<file path="src/logic/port_op_pkg.sv">
package port_op_pkg;

  // Register map
  localparam logic [15:0] ADDR_PORT_OPERATION_CONTROL = 16'h0020;
  localparam logic [15:0] ADDR_PORT_LINK_STATUS       = 16'h0030;

  // Control register fields
  localparam int CTRL_LOCAL_LOOP_BIT  = 7;
  localparam int CTRL_REMOTE_LOOP_BIT = 6;
  localparam int CTRL_TAIL_TAG_BIT    = 2;
  localparam int CTRL_SPLIT_LSB       = 0;
  localparam int CTRL_SPLIT_MSB       = 1;
  localparam logic [7:0] CTRL_WRITE_MASK = 8'hC7;
  localparam logic [7:0] CTRL_RESET      = 8'h00;

  // Status register fields
  localparam int STAT_SPEED_LSB  = 3;
  localparam int STAT_SPEED_MSB  = 4;
  localparam int STAT_DUPLEX_BIT = 2;
  localparam int STAT_TX_FC_BIT  = 1;
  localparam int STAT_RX_FC_BIT  = 0;
  localparam logic [7:0] STAT_RESET = 8'h04;

  // Pause advertisement field of the transceiver
  localparam int ADV_PAUSE_LSB = 10;
  localparam int ADV_PAUSE_MSB = 11;

  // Egress queue split codes
  localparam logic [1:0] SPLIT_ONE  = 2'h0;
  localparam logic [1:0] SPLIT_TWO  = 2'h1;
  localparam logic [1:0] SPLIT_FOUR = 2'h2;

  // Speed codes
  localparam logic [1:0] SPEED_10   = 2'h0;
  localparam logic [1:0] SPEED_100  = 2'h1;
  localparam logic [1:0] SPEED_1000 = 2'h2;

  // Synchroniser depth for pin inputs
  localparam int SYNC_STAGES = 2;

  typedef struct packed {
    logic       valid;
    logic [7:0] data;
  } beat_s;

  typedef struct packed {
    logic speed_1g;
    logic speed_100;
    logic duplex;
    logic tx_fc_en;
    logic rx_fc_en;
  } mac_cfg_s;

  typedef struct packed {
    logic        link_up;
    logic [1:0]  speed;
    logic        duplex;
    logic [15:0] advert;
    logic        an_tx_fc;
    logic        an_rx_fc;
  } phy_res_s;

  typedef enum logic [1:0] {
    PATH_NORMAL,
    PATH_LOCAL,
    PATH_REMOTE,
    PATH_BOTH
  } loop_path_e;

endpackage

</file>
<file path="src/logic/sync_two_flop.sv">
`timescale 1ns/1ps
module sync_two_flop #(
  parameter int WIDTH = 1
) (
  input  wire logic             sys_clk,
  input  wire logic             rstn,
  input  wire logic [WIDTH-1:0] async_i,
  output logic      [WIDTH-1:0] sync_o
);

  logic [WIDTH-1:0] meta_r;

  // First stage feeds only the second stage
  always_ff @(posedge sys_clk or negedge rstn) begin
    if (!rstn) begin
      meta_r <= '0;
      sync_o <= '0;
    end else begin
      meta_r <= async_i;
      sync_o <= meta_r;
    end
  end

endmodule

</file>
<file path="src/logic/port_operation_control_status.sv">
// Summary of operation
// - Bit 7 loops fabric egress back to fabric
// - Bit 6 loops pin ingress back out pins
// - Transceiver port: line receive retransmitted on transmit
// - MAC port: transmit inputs driven onto receive outputs
// - Bit 2 enables tail tag, marks host port
// - Split field: 00 one, 01 two, 10 four
// - Multi-queue maps by priority; single ignores priority
// - Status 4:3 speed; MAC mirrors configured speed
// - Transceiver speed status shows resolved link speed
// - Status 2 duplex; MAC mirrors configured duplex
// - Transceiver duplex status shows link duplex
// - Status 1 transmit flow control; MAC copies enable
// - Status 0 receive flow control; MAC copies enable
// - Transceiver flow control needs pause, link, agreement
//
// Design decision made here: the plain strobed port.
`timescale 1ns/1ps
module port_operation_control_status #(
  parameter bit PHY_PORT = 1'b1
) (
  input  wire logic                   sys_clk,
  input  wire logic                   rstn,
  input  wire logic [15:0]            addr_i,
  input  wire logic [7:0]             wdata_i,
  input  wire logic                   wr_i,
  input  wire logic                   rd_i,
  output logic      [7:0]             rdata_r,
  input  wire port_op_pkg::beat_s     fabric_egress_i,
  input  wire logic [2:0]             egress_prio_i,
  output port_op_pkg::beat_s          fabric_ingress_r,
  output port_op_pkg::beat_s          pin_egress_r,
  input  wire port_op_pkg::beat_s     pin_ingress_i,
  output logic      [1:0]             queue_sel_r,
  output logic                        tail_tag_en_r,
  output logic      [1:0]             queue_split_r,
  output logic                        local_loop_r,
  output logic                        remote_loop_r,
  input  wire port_op_pkg::mac_cfg_s  mac_cfg_i,
  input  wire port_op_pkg::phy_res_s  phy_res_i
);
  import port_op_pkg::*;

  logic [7:0] ctrl_r;
  logic [7:0] status_r;
  logic [7:0] status_nxt;
  beat_s      pin_sync;
  loop_path_e path;
  logic       wr_ctrl;
  logic       rd_hit;

  function automatic logic [1:0] queue_of(input logic [1:0] split, input logic [2:0] prio);
    logic [1:0] q;
    q = 2'h0;
    unique case (split)
      SPLIT_TWO:  q = {1'b0, prio[2]};
      SPLIT_FOUR: q = prio[2:1];
      default:    q = 2'h0;
    endcase
    return q;
  endfunction

  function automatic logic [1:0] mac_speed(input mac_cfg_s cfg);
    logic [1:0] s;
    s = SPEED_10;
    if (cfg.speed_1g) begin
      s = SPEED_1000;
    end else if (cfg.speed_100) begin
      s = SPEED_100;
    end
    return s;
  endfunction

  // Pin data crosses in from outside the clock domain
  sync_two_flop #(
    .WIDTH ($bits(beat_s))
  ) u_pin_sync (
    .sys_clk (sys_clk),
    .rstn    (rstn),
    .async_i (pin_ingress_i),
    .sync_o  (pin_sync)
  );

  assign wr_ctrl = wr_i && (addr_i == ADDR_PORT_OPERATION_CONTROL);
  assign rd_hit  = (addr_i == ADDR_PORT_OPERATION_CONTROL) || (addr_i == ADDR_PORT_LINK_STATUS);
  assign path    = loop_path_e'({ctrl_r[CTRL_REMOTE_LOOP_BIT], ctrl_r[CTRL_LOCAL_LOOP_BIT]});

  // Control register, reserved bits never stored
  always_ff @(posedge sys_clk or negedge rstn) begin
    if (!rstn) begin
      ctrl_r <= CTRL_RESET;
    end else if (wr_ctrl) begin
      ctrl_r <= wdata_i & CTRL_WRITE_MASK;
    end
  end

  // Register read, one cycle later
  always_ff @(posedge sys_clk or negedge rstn) begin
    if (!rstn) begin
      rdata_r <= 8'h00;
    end else if (rd_i && rd_hit) begin
      rdata_r <= (addr_i == ADDR_PORT_OPERATION_CONTROL) ? ctrl_r : status_r;
    end else begin
      rdata_r <= 8'h00;
    end
  end

  // Control outputs
  always_ff @(posedge sys_clk or negedge rstn) begin
    if (!rstn) begin
      tail_tag_en_r <= 1'b0;
      queue_split_r <= SPLIT_ONE;
      local_loop_r  <= 1'b0;
      remote_loop_r <= 1'b0;
    end else begin
      tail_tag_en_r <= wr_ctrl ? wdata_i[CTRL_TAIL_TAG_BIT] : ctrl_r[CTRL_TAIL_TAG_BIT];
      queue_split_r <= wr_ctrl ? wdata_i[CTRL_SPLIT_MSB:CTRL_SPLIT_LSB]
                               : ctrl_r[CTRL_SPLIT_MSB:CTRL_SPLIT_LSB];
      local_loop_r  <= wr_ctrl ? wdata_i[CTRL_LOCAL_LOOP_BIT] : ctrl_r[CTRL_LOCAL_LOOP_BIT];
      remote_loop_r <= wr_ctrl ? wdata_i[CTRL_REMOTE_LOOP_BIT] : ctrl_r[CTRL_REMOTE_LOOP_BIT];
    end
  end

  // Egress queue selection by priority
  always_ff @(posedge sys_clk or negedge rstn) begin
    if (!rstn) begin
      queue_sel_r <= 2'h0;
    end else begin
      queue_sel_r <= queue_of(ctrl_r[CTRL_SPLIT_MSB:CTRL_SPLIT_LSB], egress_prio_i);
    end
  end

  // Datapath steering toward the fabric and the pins
  always_ff @(posedge sys_clk or negedge rstn) begin
    if (!rstn) begin
      fabric_ingress_r <= '0;
      pin_egress_r     <= '0;
    end else begin
      unique case (path)
        PATH_NORMAL: begin
          fabric_ingress_r <= pin_sync;
          pin_egress_r     <= fabric_egress_i;
        end
        PATH_LOCAL: begin
          fabric_ingress_r <= fabric_egress_i;
          pin_egress_r     <= '0;
        end
        PATH_REMOTE: begin
          fabric_ingress_r <= '0;
          pin_egress_r     <= pin_sync;
        end
        PATH_BOTH: begin
          fabric_ingress_r <= fabric_egress_i;
          pin_egress_r     <= pin_sync;
        end
      endcase
    end
  end

  // Status value from the port's own source
  always_comb begin
    status_nxt = 8'h00;
    if (PHY_PORT) begin
      status_nxt[STAT_SPEED_MSB:STAT_SPEED_LSB] = phy_res_i.speed;
      status_nxt[STAT_DUPLEX_BIT] = phy_res_i.duplex;
      status_nxt[STAT_TX_FC_BIT] = phy_res_i.link_up && phy_res_i.an_tx_fc
        && (phy_res_i.advert[ADV_PAUSE_MSB:ADV_PAUSE_LSB] != 2'h0);
      status_nxt[STAT_RX_FC_BIT] = phy_res_i.link_up && phy_res_i.an_rx_fc
        && (phy_res_i.advert[ADV_PAUSE_MSB:ADV_PAUSE_LSB] != 2'h0);
    end else begin
      status_nxt[STAT_SPEED_MSB:STAT_SPEED_LSB] = mac_speed(mac_cfg_i);
      status_nxt[STAT_DUPLEX_BIT] = mac_cfg_i.duplex;
      status_nxt[STAT_TX_FC_BIT]  = mac_cfg_i.tx_fc_en;
      status_nxt[STAT_RX_FC_BIT]  = mac_cfg_i.rx_fc_en;
    end
  end

  // Status register, not writable
  always_ff @(posedge sys_clk or negedge rstn) begin
    if (!rstn) begin
      status_r <= STAT_RESET;
    end else begin
      status_r <= status_nxt;
    end
  end
endmodule

</file>
<file path="config.mk">
export PLATFORM = sky130hd
export DESIGN_NAME = port_operation_control_status
export DESIGN_NICKNAME = d
export VERILOG_FILES = /design/src/logic/port_op_pkg.sv /design/src/logic/sync_two_flop.sv /design/src/logic/port_operation_control_status.sv
export SDC_FILE = /design/constraint.sdc
export NUM_CORES = 1
export LEC_CHECK = 0
export BUFFER_PORTS_ARGS = -buffer_cell sky130_fd_sc_hd__buf_2
export CAP_MARGIN = 10
export CORE_ASPECT_RATIO = 0.7
export CORE_MARGIN = 5
export CORE_UTILIZATION = 40
export DETAILED_ROUTE_END_ITERATION = 16
export PLACE_DENSITY = 0.73
export SYNTH_ARGS = -nofsm -noshare
export SYNTH_HDL_FRONTEND = slang
export SYNTH_SLANG_ARGS = --single-unit
</file>
<file path="constraint.sdc">
create_clock -name sys_clk -period 2.8 [get_ports sys_clk]
set_input_delay 0.56 -clock sys_clk [delete_from_list [all_inputs] [get_ports sys_clk]]
set_output_delay 0.56 -clock sys_clk [all_outputs]
set_load 0.05 [all_outputs]
</file>
# After elaboration in Yosys (flattened, before gate mapping)
# Index checks and enable logic that the tools add are counted.
[word_totals]
ff_bits = 61
output_inout_bits = 33
wordCells = 41
[op_classes]
n_eq_ne = 7
mux = 9
reduce_logical = 11
[op_table]
columns = ["op", "count"]
rows = [
  ["one-hot mux 9 bit (3 select lines)", 2],
  ["== test 16 x 6 -> 1 bit (second input constant)", 2],
  ["two-way mux 8 bit", 2],
  ["== test 2 bit (second input constant)", 3],
  ["logical AND 1 bit", 6],
  ["== test 2 x 1 -> 1 bit (second input constant)", 2],
  ["one-hot mux 2 bit (2 select lines)", 1],
  ["OR reduction 2 bit", 2],
  ["two-way mux 1 bit", 3],
  ["zero test 2 bit", 1],
  ["two-way mux 2 bit", 1],
  ["nonzero test 2 bit", 1],
  ["logical OR 1 bit", 1],
]

# Logic depth before layout (Yosys ltp)
# Gate-level depths: netlist (run 1).
[depth]
depth_word = 4
ltp_mapped = 4

# By module
# From an unflattened synthesis (run 1), not the netlist that was laid out.
[unflattened]
hier_cells = 129
hier_area_um2 = 1994.4
[by_module_without_submodules]
columns = ["mod", "n_inst", "cells_per_inst", "area_per_inst_um2", "seq_area_each_um2"]
rows = [
  ["port_operation_control_status", 1, 111, 1544.0, 1052.3],
  ["sync_two_flop", 1, 18, 450.4, 450.4],
]

# Worst setup path before layout (run 1)
# Ideal clock, no wire load.
[synth_path]
path_kind = "input-to-reg"
startpoint = "in addr_i[2]"
endpoint = "reg ctrl_r[0]"
setup_time_ps = 133
arrival_time_ps = 1657
required_ps = 2667
setup_slack_ps = 1010
path_stages = 4
n_path_buf = 0
path_cell_list = "nor4b_2 nand4_1 nor3b_4 mux2_1"
[synth_between]
elab_chain_cells = 2
[synth_lines]
columns = ["item", "line_no", "rtl"]
rows = [
  ["start, declared", "port_operation_control_status.sv:24", "input wire logic [15:0] addr_i,"],
  ["== test 16 x 6 -> 1 bit", "port_operation_control_status.sv:84", "assign wr_ctrl = wr_i && (addr_i == ADDR_PORT_OPERATION_CONTROL);"],
  ["logical AND 1 bit", "port_operation_control_status.sv:84", ""],
  ["end signal, assigned", "port_operation_control_status.sv:93", "ctrl_r <= wdata_i & CTRL_WRITE_MASK;"],
  ["end, declared", "port_operation_control_status.sv:44", "logic [7:0] ctrl_r;"],
]
# Every way passes these cells.
# A chain may end at the register's enable or synchronous reset.

# Final worst setup path (run 1)
[layout_path]
startpoint = "in addr_i[2]"
endpoint = "reg ctrl_r[6]"
# The elaborated chain is that of the path after synthesis.

==> flow_summary.ini, run 1 <==
[global_route]
gr-max-usage-layer = met2
grt_max_degree = 61
grt_pass1_vias = 1340
grtUsageTotal_pct = 13.7
use_met1_pct = 17.1
use_met2_pct = 19.7
grt_pass1_wl_um = 6600
grt_overflow_total = 0
use_met3_pct = 8.04
antenna_found_initial = 0

[worst_hold_path]
hold_class = input port to flop
hold_depth = 1
min_from = phy_res_i[20]
holdPathEnd = status_r[4]$_DFF_PN0_

[yosys]
synthXorXnorAreaFrac_pct = 0
yosys-top-cells-count = dfrtp_1 (59), a22o_1 (16), inv_1 (7), nor2_1 (7), mux2_1 (5)
yosysTopAreaCellShare_pct = 74.2
synth_most_common_cell = dfrtp_1
synth_area_per_cell_sq_um = 15.7
seq_area_frac_synth_pct = 75.5
synth_cells = 127
syn-num-nets = 205
yosysTopAreaCell = dfrtp_1
yosys.area_share.adder_pct = 1.26
async_flop_share_pct = 100
ys_top_cells_by_area = dfrtp_1 (74%), a22o_1 (7.0%), mux2_1 (2.8%)
synthSimpleGateAreaFrac_pct = 8.05
yosys_warnings = 0
muxShareOfSynthArea_pct = 4.34
synth_seq_cells = 60
synth-compound-area-share_pct = 8.18
syn-cell-area_sq_mm = 0.00199
synth_edf_count = 0
ys.flop_type = dfrtp_1
synth_top_family_by_area = compound AO/OA/AOI/OAI gates
synth_cell_type_count = 23

[critical_path]
regToRegSetupSlack_ns = 1.10
rr_startpoint = ctrl_r[7]$_DFFE_PN0N_
cp.arrival_ns = 1.94
path_max_fanout = 5
cp.required_ns = 3.00
reg2reg_to = pin_egress_r[7]$_DFF_PN0_
cpPeakStageDelay_ns = 0.38
r2r_cells = 2
cp-start-kind = input port
worstSetupPathType = input port to flop
crit_buf_inv = 1
end_kind = flop
cp.depth = 5
crit_chain = buf_2 > nor4b_2 > nand4_1 > nor3b_4 > mux2_1
path_delay_family = simple AND/OR/NAND/NOR gates
cp_slowest_cell = mux2_1

[cts]
cts_sinks = 60
numCtsBuffers = 9
cts_buffer_depth = 2
postCtsHoldBufs = 0
cts_max_level = 3
cts_setup_buffers = 0
clkSlewWorstSetupHoldPaths_ns = 0.06
cts_resized = 0
cts_tree = done
clk_latency_ns = 0.32
clockRootBuffer = clkbuf_8

[power]
swShare_pct = 22.3
total_power_mw = 1.75
power.switching_uw = 391
irDropWorstVdd_uv = 339
p_comb_share_pct = 8.2
p_seq_share_pct = 51.9
pwr-share-clk_pct = 39.9
total_leakage_power_nw = 1.43
pwr_density_cell_mw_per_mm2 = 655
intPower_mw = 1.36

[floorplan]
die_w_um = 94.3
core_sq_mm = 0.00481
io_pins = 109
rows = 21
die_h_um = 69.0
dieArea_sq_mm = 0.00651
initial_core_util_pct = 41.4

[timing]
tightest_slew_ns = 0.982
setup_ws_ns = 1.06
rsz0062_at_grt = no
timing.setup.tns_ns = 0
hold_violations = 0
period_needed_ns = 1.74
period_share_pct = 62.3
slew_violations = 0
fin_skew_ns = 0.00413
hold_ws_ns = 0.342
relSlewSlack_pct = 34.3
fmax_ghz = 0.573
setup_viol = 0

[drt]
ant_nets = 0
via_count = 1275
drt_wl_total_um = 4010
dr.first_iter.drc_count = 109
dr.pass1.iters = 4
viasPerCell = 4.38
drt-wirelength-per-cell_um = 13.8
drc = 0

[placed_design]
dp_hpwl_um = 3020
portBuffers = 84
pre_cts_ws_ns = 0.696
gp_congestion = 0.675

[finish]
regArea_sq_mm = 0.00150
multi_input_area_sq_um = 438
fillers = 409
area_growth_pct = 34.2
final_util_pct = 55.5
antenna_cells = 0
drive_gt1_share_pct = 46.8
final_nets = 296

[flow_run]
maxCapViolations = 0

[status]
status = complete, no violations
-- registers in the layout (all words and copies together) (netlist names) --
name and cells:
pin_egress_r 9, tail_tag_en_r 1, queue_split_r 2, ctrl_r 5, u_pin_sync.meta_r 9, fabric_ingress_r 9
rdata_r 7, local_loop_r 1, u_pin_sync.sync_o 9, remote_loop_r 1, status_r 5, queue_sel_r 2
-- kinds of logic after synthesis --
family,after synthesis
flip-flops,60
AND/OR/NAND/NOR,24
AO/OA/AOI/OAI,20
buffers and inverters,12
multiplexers,8
adder cells (fa/ha/maj),2
other,1
-- power by group through the flow --
| stage | Sequential (mW) | Combinational, mW | Clock (mW) |
|---|---|---|---|
| 2_1_floorplan | 0.970 | 0.0241 | 0 |
| 3_3_place_gp | 0.922 | 0.144 | 0 |
| 3_5_place_dp | 0.923 | 0.146 | 0 |
| 4_1_cts | 0.908 | 0.146 | 0.722 |
| 5_1_grt | 0.910 | 0.156 | 0.760 |
| 6_report | 0.908 | 0.143 | 0.698 |
-- worst max path at each step --
stage	from	to	slack (ns)
6_report	addr_i[2]	ctrl_r[6]$_DFFE_PN0N_	1.06
5_1_grt	addr_i[2]	ctrl_r[7]$_DFFE_PN0N_	0.95
3_3_place_gp	addr_i[2]	tail_tag_en_r$_DFF_PN0_	0.70
2_1_floorplan	addr_i[2]	ctrl_r[0]$_DFFE_PN0N_	1.01
3_5_place_dp	addr_i[2]	remote_loop_r$_DFF_PN0_	0.70
4_1_cts	addr_i[2]	ctrl_r[6]$_DFFE_PN0N_	1.05
-- layout by cell type, fill, tap and decap left out, drive strengths merged --
cell / Yosys / final
nor4: 2 / 2
nand2: 3 / 3
dfrtp: 59 / 59
o21ai: 3 / 3
and4: 1 / 1
conb: 1 / 1
mux2: 5 / 5
dfstp: 1 / 1
clkbuf: 4 / 14
mux2i: 3 / 3
nor3b: 3 / 3
a22o: 16 / 16
nor2: 7 / 7
nand2b: 2 / 2
clkinv: 0 / 1
nand4: 1 / 1
a22oi: 1 / 1
nor3: 3 / 3
and2: 1 / 1
nor4b: 1 / 1
buf: 1 / 85
ha: 2 / 2
inv: 7 / 7
-- stage by stage --
step	cells	cell area, sq um
global placement	276	2480
detailed placement	276	2480
floorplan	127	1990
finish	291	2670
global route	291	2670
CTS	291	2670
-- final cells by class --
cell class                      count  share of cell area [%]
Timing Repair Buffer               85                    16.0
Clock inverter                      1                   0.188
Multi-Input combinational cell     55                    16.4
Sequential cell                    60                    56.3
Tap cell                           69                    3.23
Inverter                            7                   0.985
Clock buffer                       14                    6.84
-- per-layer routing --
| metal | up-vias | part of all wire [%] |
|---|---|---|
| li1 | 619 | - |
| met1 | 620 | 43 |
| met2 | 34 | 48 |
| met3 | 2 | 7.6 |
| met4 | 0 | 1.1 |
| met5 | - | 0 |
(Power assumes the default switching activity.)
==> run 2: changes to the inputs <==
clock period = 1.8 ns   (was 2.8 ns; I/O delays follow)
==> run 2 against run 1 <==
Setup slack lost 0.77 ns. Clock power grew 76%. Combinational power grew 61%. Critical path depth grew 1. Sequential power grew 55%. Register-to-register slack lost 0.74 ns. Critical path type unchanged. Largest cell class unchanged. Largest power group unchanged. Highest routed layer unchanged.
==> flow_summary.ini, run 2 (same netlist as run 1, synthesis figures left out) <==
[placed_design]
pre_cts_ws_ns = -0.0517
gp_congestion = 0.677
dp_cells = 280
portBuffers = 84
dp_hpwl_um = 3140

[timing]
tightest_slew_ns = 0.943
hold_ws_ns = 0.138
fin_skew_ns = 0.00537
rsz0062_at_grt = no
setup_viol = 0
period_needed_ns = 1.52
relSlewSlack_pct = 36.9
fmax_ghz = 0.659
timing.setup.tns_ns = 0
period_share_pct = 84.2
setup_ws_ns = 0.284
hold_violations = 0
slew_violations = 0

[worst_hold_path]
hold_class = input port to flop
min_from = phy_res_i[18]

[critical_path]
end_kind = flop
path_max_fanout = 5
cp.arrival_ns = 1.71
crit_path_start = addr_i[2]
worstSetupPathType = input port to flop
cp.required_ns = 2.00
reg2reg_to = pin_egress_r[7]$_DFF_PN0_
rr_startpoint = ctrl_r[6]$_DFFE_PN0N_
regToRegSetupSlack_ns = 0.36
endpoint = local_loop_r$_DFF_PN0_
cp-start-kind = input port
r2r_cells = 2

[global_route]
gr-max-usage-layer = met2
antenna_found_initial = 0
grt_pass1_vias = 1323
grt_overflow_total = 0
use_met1_pct = 19.0
grt_max_degree = 34
use_met3_pct = 5.54
grt_pass1_wl_um = 6810
grtUsageTotal_pct = 14.1
use_met2_pct = 20.5

[power]
total_power_mw = 2.87
irDropWorstVdd_uv = 446
pwr_density_cell_mw_per_mm2 = 1050
total_leakage_power_nw = 1.47

[floorplan]
io_pins = 109
die_w_um = 94.3
initial_core_util_pct = 41.4
core_sq_mm = 0.00481
rows = 21
die_h_um = 69.0
dieArea_sq_mm = 0.00651

[cts]
clockRootBuffer = clkbuf_8
cts_sinks = 60
cts_buffer_depth = 2
cts_tree = done
clkSlewWorstSetupHoldPaths_ns = 0.06
cts_max_level = 3
clk_latency_ns = 0.32
numCtsBuffers = 9

[finish]
instances_no_fill = 296
mostFrequentLayoutCells = buf_2 (84), dfrtp_1 (59), a22o_1 (16)
final_nets = 301
area_growth_pct = 37.6
final_common_cell = buf_2
antenna_cells = 0
drive_gt1_share_pct = 48.0

[status]
status = complete, no violations

[drt]
viasPerCell = 4.39
via_count = 1300
drt-wirelength-per-cell_um = 13.9
dr.first_iter.drc_count = 56
drt_wl_total_um = 4100
dr.pass1.iters = 4
drc = 0
ant_nets = 0

[flow_run]
maxCapViolations = 0
[run 2: changes by cell type in the layout (fill, tap and decap cells not counted), moves of 2 or more]
cell | before | now
buf_4 | 1 | 4
bufinv_16 | 0 | 2
clkinv_2 | 1 | 4
clkbuf_8 | 13 | 9
[run 2: metal layers]
metal  share of wire [%]  routed length (um)
met4                 1.5                  61
met5                   0                   0
met2                  49                2000
met3                 6.3                 258
met1                  43                1780
[run 2: timing repair]
action,in CTS,in global routing
setup buffers,0,0
resized for setup,0,0
endpoints found under the hold margin,11,0
hold buffers,1,0
[run 2: cell type report]
cell class,count,area [sq um]
well taps,69,86.3
clock inverters,6,80.1
multi-input cells,55,438
flip-flops and latches,60,1500
clock buffers,9,124
fillers,410,2070
inverters,7,26.3
repair buffers,90,480
[run 2: power by group]
| group | switching (mW) | leakage [nW] | internal, mW |
|---|---|---|---|
| combinational | 0.149 | 0.615 | 0.0811 |
| clock | 0.468 | 0.109 | 0.760 |
| sequential | 0.0155 | 0.745 | 1.40 |
[run 2: critical path, cell delays in order]
cell and delay (ns):
buf_2 0.10, nor4b_2 0.32, nand4_1 0.20, nor3b_4 0.21, buf_4 0.17, mux2_1 0.34
[run 2: metrics by stage]
stage          utilization, %  area, sq um
6_report                 56.9         2740
5_1_grt                  56.9         2740
4_1_cts                  56.9         2740
3_5_place_dp             52.5         2520
3_3_place_gp             52.5         2520
2_1_floorplan               -         1990
[run 2: worst min-delay path by stage]
stage                                      to  slack (ns)  cells after the start
2_1_floorplan           ctrl_r[0]$_DFFE_PN0N_        0.06                      0
3_3_place_gp         queue_sel_r[1]$_DFF_PN0_        0.27                      1
3_5_place_dp         queue_sel_r[1]$_DFF_PN0_        0.27                      1
4_1_cts        u_pin_sync.meta_r[3]$_DFF_PN0_        0.12                      1
5_1_grt        u_pin_sync.meta_r[1]$_DFF_PN0_        0.11                      1
6_report                status_r[2]$_DFF_PN1_        0.14                      1
==> run 3: changes to the inputs <==
ABC_AREA = 1   (was default)
PLACE_DENSITY = 0.72   (was 0.73)
clock period = 1.45 ns   (was 1.8 ns; I/O delays follow)
==> run 3 against run 2 <==
Hold slack got worse by 0.071 ns. Setup slack got worse by 0.042 ns. Power increased by 21%. Sequential share of layout area decreased by 1.7 points. Global-route usage decreased by 0.66 points. Largest cell class unchanged. Routed wire length increased by 0.24%. Synthesized cell count increased by 40%. Register-to-register slack got worse by 0.10 ns. Die area increased by 4.4%. Synthesized area increased by 5.1%. Critical endpoint is now fabric_ingress_r[7]. Sequential power increased by 24%.
==> flow_summary.ini, run 3 <==
[status]
status = complete, no violations

[global_route]
grt_overflow_total = 0
grt_pass1_vias = 1558
antenna_found_initial = 0
grt_max_degree = 61
grtUsageTotal_pct = 13.5
grt_pass1_wl_um = 6690

[cts]
cts_tree = done
numCtsBuffers = 9
cts_sinks = 60
clkSlewWorstSetupHoldPaths_ns = 0.06
clk_latency_ns = 0.32
clockRootBuffer = clkbuf_8
cts_max_level = 3
cts_buffer_depth = 2

[power]
total_leakage_power_nw = 1.58
irDropWorstVdd_uv = 574
pwr_density_cell_mw_per_mm2 = 1230

[yosys]
synth_edf_count = 0
yosysTopAreaCellShare_pct = 70.6
syn-num-nets = 256
synth_cells = 178
seq_area_frac_synth_pct = 71.9
ys.flop_type = dfrtp_1
yosys_warnings = 0
yosysTopAreaCell = dfrtp_1
yosys-top-cells-count = dfrtp_1 (59), nand2_1 (29), inv_1 (28)
synth_most_common_cell = dfrtp_1
syn-cell-area_sq_mm = 0.00209
async_flop_share_pct = 100
synth_seq_cells = 60
synth_area_per_cell_sq_um = 11.7
synth_cell_type_count = 22
ys_top_cells_by_area = dfrtp_1 (71%), o22ai_1 (5.4%), nand2_1 (5.2%)

[critical_path]
path_delay_family = flip-flops
cpPeakStageDelay_ns = 0.34
crit_buf_inv = 1
crit_chain = buf_2
end_kind = output port
cp_slowest_cell = dfrtp_1
regToRegSetupSlack_ns = 0.26
cp-start-kind = flop
cp.arrival_ns = 0.92
path_max_fanout = 1
worstSetupPathType = flop to output port
cp.required_ns = 1.16

[timing]
setup_ws_ns = 0.242
fin_skew_ns = 0.00329
fmax_ghz = 0.827
relSlewSlack_pct = 60.0
period_share_pct = 83.3
hold_violations = 0
setup_viol = 0
tightest_slew_ns = 0.598
slew_violations = 0
rsz0062_at_grt = no
period_needed_ns = 1.21
timing.setup.tns_ns = 0

[drt]
dr.pass1.iters = 4
ant_nets = 0
viasPerCell = 4.27
drt-wirelength-per-cell_um = 11.7
via_count = 1494
drt_wl_total_um = 4110
drc = 0
dr.first_iter.drc_count = 29

[placed_design]
dp_hpwl_um = 3010
pre_cts_ws_ns = 0.159
portBuffers = 84
gp_congestion = 0.847

[finish]
area_growth_pct = 35.0
final_nets = 351
mostFrequentLayoutCells = buf_2 (84), dfrtp_1 (59), nand2_1 (29)
antenna_cells = 0
final_common_cell = buf_2
drive_gt1_share_pct = 39.6

[floorplan]
die_h_um = 70.5
initial_core_util_pct = 40.6
io_pins = 109
die_w_um = 96.4
rows = 22
dieArea_sq_mm = 0.00680
core_sq_mm = 0.00515

[worst_hold_path]
hold_class = input port to flop

[flow_run]
maxCapViolations = 0
## run 3: cell count changes in the layout (fill, tap and decap cells not counted), moves of 5 or more
cell	before	now
inv_1	7	28
mux2_1	5	0
a22o_1	16	0
o22ai_1	0	18
nand2_1	3	29
nor2_1	7	19
## run 3: layer usage
metal | GRT usage, % | wire length, um | up-vias
met3 | 7.21 | 333 | 6
li1 | - | - | 754
met1 | 15.8 | 1740 | 685
met5 | 0 | 0 | -
met2 | 20.9 | 1980 | 49
met4 | 4.98 | 62 | 0
## run 3: power by group
group          switching [mW]  leakage [nW]  internal (mW)  total [mW]
clock                   0.550        0.0979          0.891        1.44
combinational           0.194         0.735         0.0960       0.290
sequential             0.0142         0.745           1.73        1.75
total                   0.759          1.58           2.72        3.48
## run 3: kinds of logic (layout without fill, tap and decap cells)
group | after synthesis | in the layout | synth area share, %
and+or+nand+nor | 63 | 63 | 15.0
DFF | 60 | 60 | 71.9
buffers and inverters | 33 | 133 | 6.16
AOI/OAI and AO/OA | 19 | 19 | 5.63
adders and majority gates | 2 | 2 | 1.20
other | 1 | 1 | 0.179
## run 3: repair_timing
item	4_1_cts	5_1_grt
gates resized for setup	0	0
setup endpoints to repair	0	0
endpoints found under the hold margin	59	0
hold buffers	1	0
setup buffers	0	0
## run 3: through the flow
step / total power [mW] / cells / utilization (%) / hold WS [ns] / instance area, sq um
3_5_place_dp: 2.07 / 333 / 50.8 / 0.314 / 2620
6_report: 3.48 / 350 / 54.8 / 0.0667 / 2820
4_1_cts: 3.53 / 350 / 54.8 / 0.0469 / 2820
5_1_grt: 3.65 / 350 / 54.8 / 0.0362 / 2820
2_1_floorplan: 1.93 / 178 / - / -0.00559 / 2090
3_3_place_gp: 2.07 / 333 / 50.8 / 0.314 / 2620
## run 3: path summary, 6_finish.rpt
check / end / startpoint / depth (start not counted)
worst min register to register: u_pin_sync.sync_o[0]$_DFF_PN0_ / u_pin_sync.meta_r[0]$_DFF_PN0_ / 0
worst max register to register: fabric_ingress_r[6]$_DFF_PN0_ / ctrl_r[6]$_DFFE_PN0N_ / 3
worst min-delay path: status_r[2]$_DFF_PN1_ / phy_res_i[18] / 1
worst max-delay path: fabric_ingress_r[7] / fabric_ingress_r[7]$_DFF_PN0_ / 1
max in group asynchronous: status_r[2]$_DFF_PN1_ / rstn / 3
min in group asynchronous: fabric_ingress_r[3]$_DFF_PN0_ / rstn / 3
## run 3: area by class of cell
| cell class | instances | area (sq um) |
|---|---|---|
| timing repair buffer | 88 | 465 |
| clock buffer | 15 | 166 |
| clock inverter | 1 | 30.0 |
| tap | 72 | 90.1 |
| fill | 473 | 2320 |
| multi-input combinational | 85 | 459 |
| inverter | 29 | 109 |
| sequential | 60 | 1500 |
